===== config.mk =====
export PLATFORM = sky130hd
export DESIGN_NAME = oag_operand_address_generator
export DESIGN_NICKNAME = d
export VERILOG_FILES = /design/src/rtl/oag_pkg.sv /design/src/rtl/oag_operand_address_generator.sv /design/src/rtl/oag_stack_ptr.sv /design/src/rtl/oag_work_map.sv
export SDC_FILE = /design/constraint.sdc
export NUM_CORES = 1
export LEC_CHECK = 0
export BUFFER_PORTS_ARGS = -buffer_cell sky130_fd_sc_hd__buf_2
export CELL_PAD_IN_SITES_DETAIL_PLACEMENT = 1
export CELL_PAD_IN_SITES_GLOBAL_PLACEMENT = 2
export CORE_MARGIN = 2
export CORE_UTILIZATION = 28
export DETAILED_ROUTE_END_ITERATION = 10
export PLACE_DENSITY = 0.78
export SLEW_MARGIN = 20
export SYNTH_ARGS = -nofsm -noshare
export SYNTH_HDL_FRONTEND = slang
export SYNTH_SLANG_ARGS = --single-unit

===== constraint.sdc =====
create_clock -name clock_i -period 3.5 [get_ports clock_i]
set_clock_uncertainty 0.2 [all_clocks]
set_input_delay 0.35 -clock clock_i [delete_from_list [all_inputs] [get_ports clock_i]]
set_output_delay 0.35 -clock clock_i [all_outputs]
set_load 0.05 [all_outputs]

===== src/rtl/oag_pkg.sv =====
// Package of constants and carrier types for the operand address generator.
package oag_pkg;

  // Addressing modes.
  typedef enum logic [2:0] {
    OAG_REGISTER_MODE = 3'h0,
    OAG_INDIRECT_REGISTER_MODE = 3'h1,
    OAG_INDEXED_MODE = 3'h2,
    OAG_DIRECT_ADDRESS_MODE = 3'h3,
    OAG_INDIRECT_ADDRESS_MODE = 3'h4,
    OAG_RELATIVE_ADDRESS_MODE = 3'h5,
    OAG_IMMEDIATE_OPERAND_MODE = 3'h6,
    OAG_STACK_MODE = 3'h7
  } oag_mode_t;

  // Instruction classes that matter for address generation.
  typedef enum logic [3:0] {
    OAG_REGISTER_LOAD_OP = 4'h0,
    OAG_PROGRAM_MEMORY_LOAD_OP = 4'h1,
    OAG_EXTERNAL_DATA_LOAD_OP = 4'h2,
    OAG_ABSOLUTE_JUMP_OP = 4'h3,
    OAG_CALL_OP = 4'h4,
    OAG_BIT_FALSE_BRANCH_OP = 4'h5,
    OAG_BIT_TRUE_BRANCH_OP = 4'h6,
    OAG_DECREMENT_BRANCH_NONZERO_OP = 4'h7,
    OAG_COMPARE_INC_BRANCH_EQUAL_OP = 4'h8,
    OAG_COMPARE_INC_BRANCH_UNEQUAL_OP = 4'h9,
    OAG_SHORT_RELATIVE_JUMP_OP = 4'ha,
    OAG_PUSH_OP = 4'hb,
    OAG_POP_OP = 4'hc,
    OAG_OTHER_OP = 4'hd
  } oag_op_t;

  // Target spaces of the resolved address.
  typedef enum logic [2:0] {
    OAG_SPACE_NONE = 3'h0,
    OAG_SPACE_REGISTER = 3'h1,
    OAG_SPACE_PROGRAM = 3'h2,
    OAG_SPACE_EXTERNAL = 3'h3,
    OAG_SPACE_PC = 3'h4,
    OAG_SPACE_VALUE = 3'h5
  } oag_space_t;

  // Constants of the working register, stack, system area and indirect address arithmetic.
  localparam logic [7:0] OAG_STACK_RESET = 8'hff;
  localparam logic [7:0] OAG_STACK_STEP = 8'h01;
  localparam logic [7:0] OAG_SYS_AREA_BASE = 8'hc0;
  localparam logic [7:0] OAG_WORK_PREFIX_8BIT = 8'hc0;
  localparam logic [7:0] OAG_IA_PAGE_HIGH = 8'h00;
  localparam int OAG_SLICE_HI = 7;
  localparam int OAG_SLICE_LO = 3;
  localparam int OAG_PTR_SEL_BIT = 3;

  // Decoded request for one operand.
  typedef struct packed {
    logic valid;
    oag_mode_t mode;
    oag_op_t op;
    logic working;
    logic pair;
    logic short_offset;
    logic to_external;
    logic [7:0] reg_field;
    logic [15:0] operand_field;
  } oag_req_t;

  // Resolved operand.
  typedef struct packed {
    logic valid;
    oag_space_t space;
    logic blocked;
    logic [15:0] address;
    logic [15:0] value;
    logic stack_write;
  } oag_res_t;

endpackage : oag_pkg


===== src/rtl/oag_operand_address_generator.sv =====
// Top of the operand address generator.
`timescale 1ns/100ps
module oag_operand_address_generator (
  // Clock and reset.
  input wire logic clock_i,
  input wire logic srst_i,
  // Decoded operand request.
  input wire oag_pkg::oag_req_t req_i,
  // Register contents read by the core for the named register or pair.
  input wire logic [15:0] reg_data_i,
  // Index register contents for indexed modes.
  input wire logic [15:0] index_data_i,
  // Core state.
  input wire logic [7:0] working_pointer_zero_i,
  input wire logic [7:0] working_pointer_one_i,
  input wire logic [7:0] register_page_pointer_i,
  input wire logic [15:0] next_pc_i,
  input wire logic stack_load_i,
  input wire logic [7:0] stack_load_value_i,
  // Resolved operand, stack pointer and working register address.
  output oag_pkg::oag_res_t res_o,
  output logic [7:0] stack_pointer_low_o,
  output logic [7:0] work_addr_o
);

  logic [7:0] work_addr;
  logic [7:0] stack_addr;
  logic [7:0] sp_now;
  logic push_go;
  logic pop_go;
  logic [15:0] rel_ext;
  logic [15:0] short_ext;
  logic [7:0] reg_indexed;
  oag_pkg::oag_res_t res;
  oag_pkg::oag_res_t next_res;
  logic [7:0] sp_q;

  // Working register address for the short register field.
  oag_work_map u_work_map (
    .reg_field_i(req_i.reg_field),
    .working_pointer_zero_i(working_pointer_zero_i),
    .working_pointer_one_i(working_pointer_one_i),
    .reg_addr_o(work_addr)
  );

  // Stack stepping only on accepted push or pop requests.
  assign push_go = req_i.valid && (req_i.mode == oag_pkg::OAG_STACK_MODE)
                   && (req_i.op == oag_pkg::OAG_PUSH_OP);
  assign pop_go = req_i.valid && (req_i.mode == oag_pkg::OAG_STACK_MODE)
                  && (req_i.op == oag_pkg::OAG_POP_OP);

  oag_stack_ptr u_stack_ptr (
    .clock_i(clock_i),
    .srst_i(srst_i),
    .load_i(stack_load_i),
    .load_value_i(stack_load_value_i),
    .push_i(push_go),
    .pop_i(pop_go),
    .stack_pointer_low_o(sp_now),
    .access_addr_o(stack_addr)
  );

  assign rel_ext = {{8{req_i.operand_field[7]}}, req_i.operand_field[7:0]};
  assign short_ext = req_i.short_offset ? rel_ext : req_i.operand_field;
  assign reg_indexed = req_i.operand_field[7:0] + index_data_i[7:0];

  // Selecting the address per mode is one flat case so each mode's timing
  // is the same single registered cycle.
  always_comb begin
    next_res = '0;
    next_res.valid = req_i.valid;
    unique case (req_i.mode)
      oag_pkg::OAG_REGISTER_MODE: begin
        next_res.space = oag_pkg::OAG_SPACE_VALUE;
        next_res.value = req_i.pair ? reg_data_i : {8'h00, reg_data_i[7:0]};
        next_res.address = req_i.working ? {8'h00, work_addr} : {8'h00, req_i.reg_field};
      end
      oag_pkg::OAG_INDIRECT_REGISTER_MODE: begin
        if (req_i.pair) begin
          next_res.address = reg_data_i;
          if (req_i.op == oag_pkg::OAG_PROGRAM_MEMORY_LOAD_OP) begin
            next_res.space = oag_pkg::OAG_SPACE_PROGRAM;
          end else begin
            next_res.space = oag_pkg::OAG_SPACE_EXTERNAL;
          end
        end else begin
          next_res.address = {8'h00, reg_data_i[7:0]};
          next_res.space = oag_pkg::OAG_SPACE_REGISTER;
          next_res.blocked = (reg_data_i[7:0] >= oag_pkg::OAG_SYS_AREA_BASE);
        end
      end
      oag_pkg::OAG_INDEXED_MODE: begin
        if (req_i.op == oag_pkg::OAG_REGISTER_LOAD_OP) begin
          next_res.address = {8'h00, reg_indexed};
          next_res.space = oag_pkg::OAG_SPACE_REGISTER;
          next_res.blocked = (reg_indexed >= oag_pkg::OAG_SYS_AREA_BASE);
        end else if ((req_i.op == oag_pkg::OAG_PROGRAM_MEMORY_LOAD_OP)
                     || (req_i.op == oag_pkg::OAG_EXTERNAL_DATA_LOAD_OP)) begin
          next_res.address = index_data_i + short_ext;
          if (req_i.op == oag_pkg::OAG_PROGRAM_MEMORY_LOAD_OP) begin
            next_res.space = oag_pkg::OAG_SPACE_PROGRAM;
          end else begin
            next_res.space = oag_pkg::OAG_SPACE_EXTERNAL;
          end
        end else begin
          next_res.blocked = 1'b1;
        end
      end
      oag_pkg::OAG_DIRECT_ADDRESS_MODE: begin
        next_res.address = req_i.operand_field;
        if ((req_i.op == oag_pkg::OAG_ABSOLUTE_JUMP_OP) || (req_i.op == oag_pkg::OAG_CALL_OP)) begin
          next_res.space = oag_pkg::OAG_SPACE_PC;
        end else if (req_i.op == oag_pkg::OAG_PROGRAM_MEMORY_LOAD_OP) begin
          next_res.space = oag_pkg::OAG_SPACE_PROGRAM;
        end else if (req_i.op == oag_pkg::OAG_EXTERNAL_DATA_LOAD_OP) begin
          next_res.space = oag_pkg::OAG_SPACE_EXTERNAL;
        end else begin
          next_res.blocked = 1'b1;
        end
      end
      oag_pkg::OAG_INDIRECT_ADDRESS_MODE: begin
        next_res.address = {oag_pkg::OAG_IA_PAGE_HIGH, req_i.operand_field[7:0]};
        next_res.space = oag_pkg::OAG_SPACE_PROGRAM;
        next_res.blocked = (req_i.op != oag_pkg::OAG_CALL_OP);
      end
      oag_pkg::OAG_RELATIVE_ADDRESS_MODE: begin
        next_res.address = next_pc_i + rel_ext;
        next_res.space = oag_pkg::OAG_SPACE_PC;
        unique case (req_i.op)
          oag_pkg::OAG_BIT_FALSE_BRANCH_OP,
          oag_pkg::OAG_BIT_TRUE_BRANCH_OP,
          oag_pkg::OAG_DECREMENT_BRANCH_NONZERO_OP,
          oag_pkg::OAG_COMPARE_INC_BRANCH_EQUAL_OP,
          oag_pkg::OAG_COMPARE_INC_BRANCH_UNEQUAL_OP,
          oag_pkg::OAG_SHORT_RELATIVE_JUMP_OP: next_res.blocked = 1'b0;
          default: next_res.blocked = 1'b1;
        endcase
      end
      oag_pkg::OAG_IMMEDIATE_OPERAND_MODE: begin
        next_res.space = oag_pkg::OAG_SPACE_VALUE;
        next_res.value = req_i.pair ? req_i.operand_field : {8'h00, req_i.operand_field[7:0]};
      end
      oag_pkg::OAG_STACK_MODE: begin
        next_res.space = oag_pkg::OAG_SPACE_REGISTER;
        next_res.address = {8'h00, stack_addr};
        next_res.stack_write = push_go;
        next_res.blocked = !(push_go || pop_go);
      end
    endcase
    // The page pointer is carried in the value of register-space results so
    // the register file can select its page without a second lookup.
    if (next_res.space == oag_pkg::OAG_SPACE_REGISTER) begin
      next_res.value = {register_page_pointer_i, 8'h00};
    end
  end

  // Results are registered so every output is a flip-flop.
  always_ff @(posedge clock_i) begin
    if (srst_i) begin
      res <= '0;
      sp_q <= oag_pkg::OAG_STACK_RESET;
      work_addr_o <= 8'h00;
    end else begin
      res <= next_res;
      sp_q <= sp_now;
      work_addr_o <= work_addr;
    end
  end

  assign res_o = res;
  assign stack_pointer_low_o = sp_q;

endmodule // oag_operand_address_generator


===== src/rtl/oag_stack_ptr.sv =====
// Stack low pointer with push and pop stepping.
`timescale 1ns/100ps
module oag_stack_ptr (
  // Clock and reset.
  input wire logic clock_i,
  input wire logic srst_i,
  // Load and step controls.
  input wire logic load_i,
  input wire logic [7:0] load_value_i,
  input wire logic push_i,
  input wire logic pop_i,
  // Current pointer and address for this access.
  output logic [7:0] stack_pointer_low_o,
  output logic [7:0] access_addr_o
);

  logic [7:0] stack_pointer_low;
  logic [7:0] next_stack_pointer_low;

  always_comb begin
    access_addr_o = stack_pointer_low;
    next_stack_pointer_low = stack_pointer_low;
    if (load_i) begin
      next_stack_pointer_low = load_value_i;
    end else if (push_i) begin
      access_addr_o = stack_pointer_low - oag_pkg::OAG_STACK_STEP;
      next_stack_pointer_low = stack_pointer_low - oag_pkg::OAG_STACK_STEP;
    end else if (pop_i) begin
      // Read at the current top, step up afterwards.
      next_stack_pointer_low = stack_pointer_low + oag_pkg::OAG_STACK_STEP;
    end
  end

  // Reset sets the pointer so the first push lands one below the top.
  always_ff @(posedge clock_i) begin
    if (srst_i) begin
      stack_pointer_low <= oag_pkg::OAG_STACK_RESET;
    end else begin
      stack_pointer_low <= next_stack_pointer_low;
    end
  end

  assign stack_pointer_low_o = stack_pointer_low;

endmodule // oag_stack_ptr


===== src/rtl/oag_work_map.sv =====
// Working register address mapper.
`timescale 1ns/100ps
module oag_work_map (
  // Short address and pointers.
  input wire logic [7:0] reg_field_i,
  input wire logic [7:0] working_pointer_zero_i,
  input wire logic [7:0] working_pointer_one_i,
  // Full register address.
  output logic [7:0] reg_addr_o
);

  always_comb begin
    if (reg_field_i[oag_pkg::OAG_PTR_SEL_BIT]) begin
      reg_addr_o = {working_pointer_one_i[oag_pkg::OAG_SLICE_HI:oag_pkg::OAG_SLICE_LO],
                    reg_field_i[2:0]};
    end else begin
      reg_addr_o = {working_pointer_zero_i[oag_pkg::OAG_SLICE_HI:oag_pkg::OAG_SLICE_LO],
                    reg_field_i[2:0]};
    end
  end

endmodule // oag_work_map


==> flow_summary.toml <==
[run_status]
status = "completed"

[global_routing]
antenna_found_initial = 0
grt_overflow = 0
grt_pass1_wl_um = 28000
grt_pass1_vias = 5260
track_usage_pct = 20.0
grt_max_degree = 36

[sta]
rsz0062_at_grt = "false"
maxSlewHeadroom_pct = 40.7
worst_pin_slew_ps = 885
timing.final.max_slew_violations = 0
fin_crit_sh_pct = 81.5
hold_viol = 0
min_period_ps = 2850
fin_setup_tns_ps = 0
finalSetupViolCount = 0
fmax_mhz = 351

[power]
finalPower_w = 0.00246
seqPwrFrac_pct = 31.1
power.net_switching_w = 0.000830
p_int_w = 0.00163
power_leakage_nw = 2.69
switching_share_pct = 33.7
max-vdd-ir-drop_v = 0.000182
comb_power_share_pct = 30.8
clock_power_share_pct = 38.0
power_density_nw_per_um2 = 407

[synthesis]
avgSynthCellArea_um2 = 7.82
syn-num-nets = 753
synthesis.area_um2 = 4690
async_reset_ff_share_pct = 0
ys_seq_area_share_pct = 26.5
synth_edf_count = 0
netlist_instances = 600
ys.flop_type = "dfxtp_1"
synth_warnings = 0
ys_types = 67
ys_ff_latch = 62

[clock_tree]
numCtsBuffers = 9
cts-htree-levels = 3
cts_resized = 0
clock_sinks = 62
ctsHoldBuffers = 0
postCtsSetupBuffers = 0
clockRootBuffer = "clkbuf_16"
insertion_delay_ps = 330
cts_tree = "done"
path_clk_slew_ps = 50
clockBufferDepth = 2

[floorplan]
dieWidth_um = 133
core_um2 = 16500
rows = 47
dieHeight_um = 133
initial_core_util_pct = 28.5
ios = 173
dieArea_um2 = 17800

[placed_design]
dpl.hpwl_um = 14500
port-buffer-count = 165
gp_congestion = 0.862

[critical_path]
slowest_delay_ps = 500
startpoint_type = "primary input"
r2r_cells = 7
reg2reg_slack_ps = 1310
crit_chain = "buf_2 -> ha_1 -> fa_1 -> a211oi_1 -> o21ai_0 -> a2111oi_0 -> nor3_1 -> xor2_1 -> a22oi_1 -> o2bb2ai_1"
path_delay_family = "compound AO/OA/AOI/OAI gates"
rr_endpoint = "res_o[24]$_SDFF_PP0_"
cp.required_ps = 3510
startpoint = "req_i[0]"
worst-path-max-fanout = 4
regToRegStartpoint = "u_stack_ptr.stack_pointer_low_o[0]$_SDFFE_PP1P_"
arrival_ps = 2860
crit_type = "in2reg"
cp_slowest_cell = "a2111oi_0"
crit_path_end_kind = "register"
cp_num_buf_inv = 1

[routing]
drt-wirelength-per-cell_um = 18.1
drtIter0Drc = 258
firstDrtPassIters = 4
drt-total-wl_um = 17700
ant_nets = 0
viasPerCell = 5.19
drc_errors = 0
vias = 5090

[worst_hold_path]
hold_depth = 3
worstHoldPathType = "in2reg"
hold_path_end = "res_o[15]$_SDFF_PP0_"
min-delay-start = "register_page_pointer_i[6]"

[final_layout]
drive_gt1_share_pct = 28.8
syn_to_final_growth_pct = 29.1
nNetsFinal = 909
antenna-diode-count = 0

[job]
max-cap-violations = 0
==> power groups by stage <==
stage | clock, W | combinational (W) | sequential (W)
after floorplan | 0 | 0.000404 | 0.000887
after global placement | 0 | 0.000741 | 0.000781
after detailed placement | 0 | 0.000755 | 0.000782
after CTS | 0.000959 | 0.000760 | 0.000767
after global routing | 0.000994 | 0.000830 | 0.000771
final | 0.000937 | 0.000759 | 0.000767
==> cells by family after synthesis <==
logic type	after synthesis	share of synthesized area, %
simple gates	206	21.3
xor+xnor	39	7.28
buf+inv	45	4.16
flops	62	26.5
fa+ha+maj	34	9.39
compound gates	200	28.3
mux	14	3.12
==> tightest hold or removal path: stages <==
cell,delay (ps)
buf_2,80
nand2_1,40
o21ai_0,50
==> final cells by class <==
class	instances	area, µm²
Inverter	13	48.8
Clock buffer	12	267
Timing Repair Buffer	177	916
Tap cell	220	275
Fill cell	2076	10400
Sequential cell	62	1240
Multi-Input combinational cell	493	3250
Clock inverter	4	53.8
==> sequential cells by signal, indices dropped and copies added, names as in the netlist <==
name                             count
u_stack_ptr.stack_pointer_low_o      8
res_o                               38
stack_pointer_low_o                  8
work_addr_o                          8
==> cell usage after synthesis (all sizes together) (10+ instances only) <==
library cell	number	share of area, %
o21ai	46	5.0
xor2	18	3.4
nor2	64	5.1
nand2b	11	1.5
nor2b	10	1.3
a21oi	44	4.7
dfxtp	62	26
clkbuf	18	1.5
a22oi	30	4.8
ha	32	8.5
nand2	55	4.4
or2	11	1.5
xnor2	21	3.9
a211oi	12	1.9
nor3	14	1.6
a31oi	12	1.6
buf	14	1.7
inv	12	0.96
==> layer usage <==
layer | wire length [µm] | vias up | global-route usage, %
li1 | - | 2514 | -
met1 | 8210 | 2450 | 26.1
met2 | 8600 | 107 | 34.3
met3 | 640 | 19 | 3.04
met4 | 274 | 0 | 5.26
met5 | 0 | - | 0
==> cells in the final DEF, fill, tap and decap left out, types with 11 or more instances in the layout <==
cell / synthesis / final
nor3_1: 13 / 13
xor2_1: 18 / 18
nor2_1: 64 / 64
buf_2: 11 / 165
a211oi_1: 12 / 12
dfxtp_1: 62 / 62
buf_4: 1 / 12
nand2b_1: 11 / 11
ha_1: 32 / 32
o21ai_0: 41 / 41
xnor2_1: 21 / 21
a22oi_1: 30 / 30
a21oi_1: 44 / 44
nand2_1: 55 / 55
a31oi_1: 12 / 12
inv_1: 11 / 11
==> metrics by stage <==
stage	cell area [µm²]	hold slack [ps]	worst slack, ps	std cells	util, %
after global routing	6060	20.9	485	981	36.8
after global placement	5740	353	468	965	34.8
after detailed placement	5740	348	384	965	34.8
after floorplan	4690	259	887	600	-
after CTS	6060	10.8	717	981	36.8
final	6060	17.2	648	981	36.8
==> how the worst max path moves through the flow <==
stage / endpoint / slack (ps) / depth (start not counted)
global route: res_o[31]$_SDFF_PP0_ / 490 / 10
floorplan: res_o[31]$_SDFF_PP0_ / 890 / 9
detailed placement: res_o[31]$_SDFF_PP0_ / 380 / 10
finish: res_o[31]$_SDFF_PP0_ / 650 / 10
global placement: res_o[30]$_SDFF_PP0_ / 470 / 11
CTS: res_o[31]$_SDFF_PP0_ / 720 / 10
Note: power is estimated with default switching activity, not from simulation.
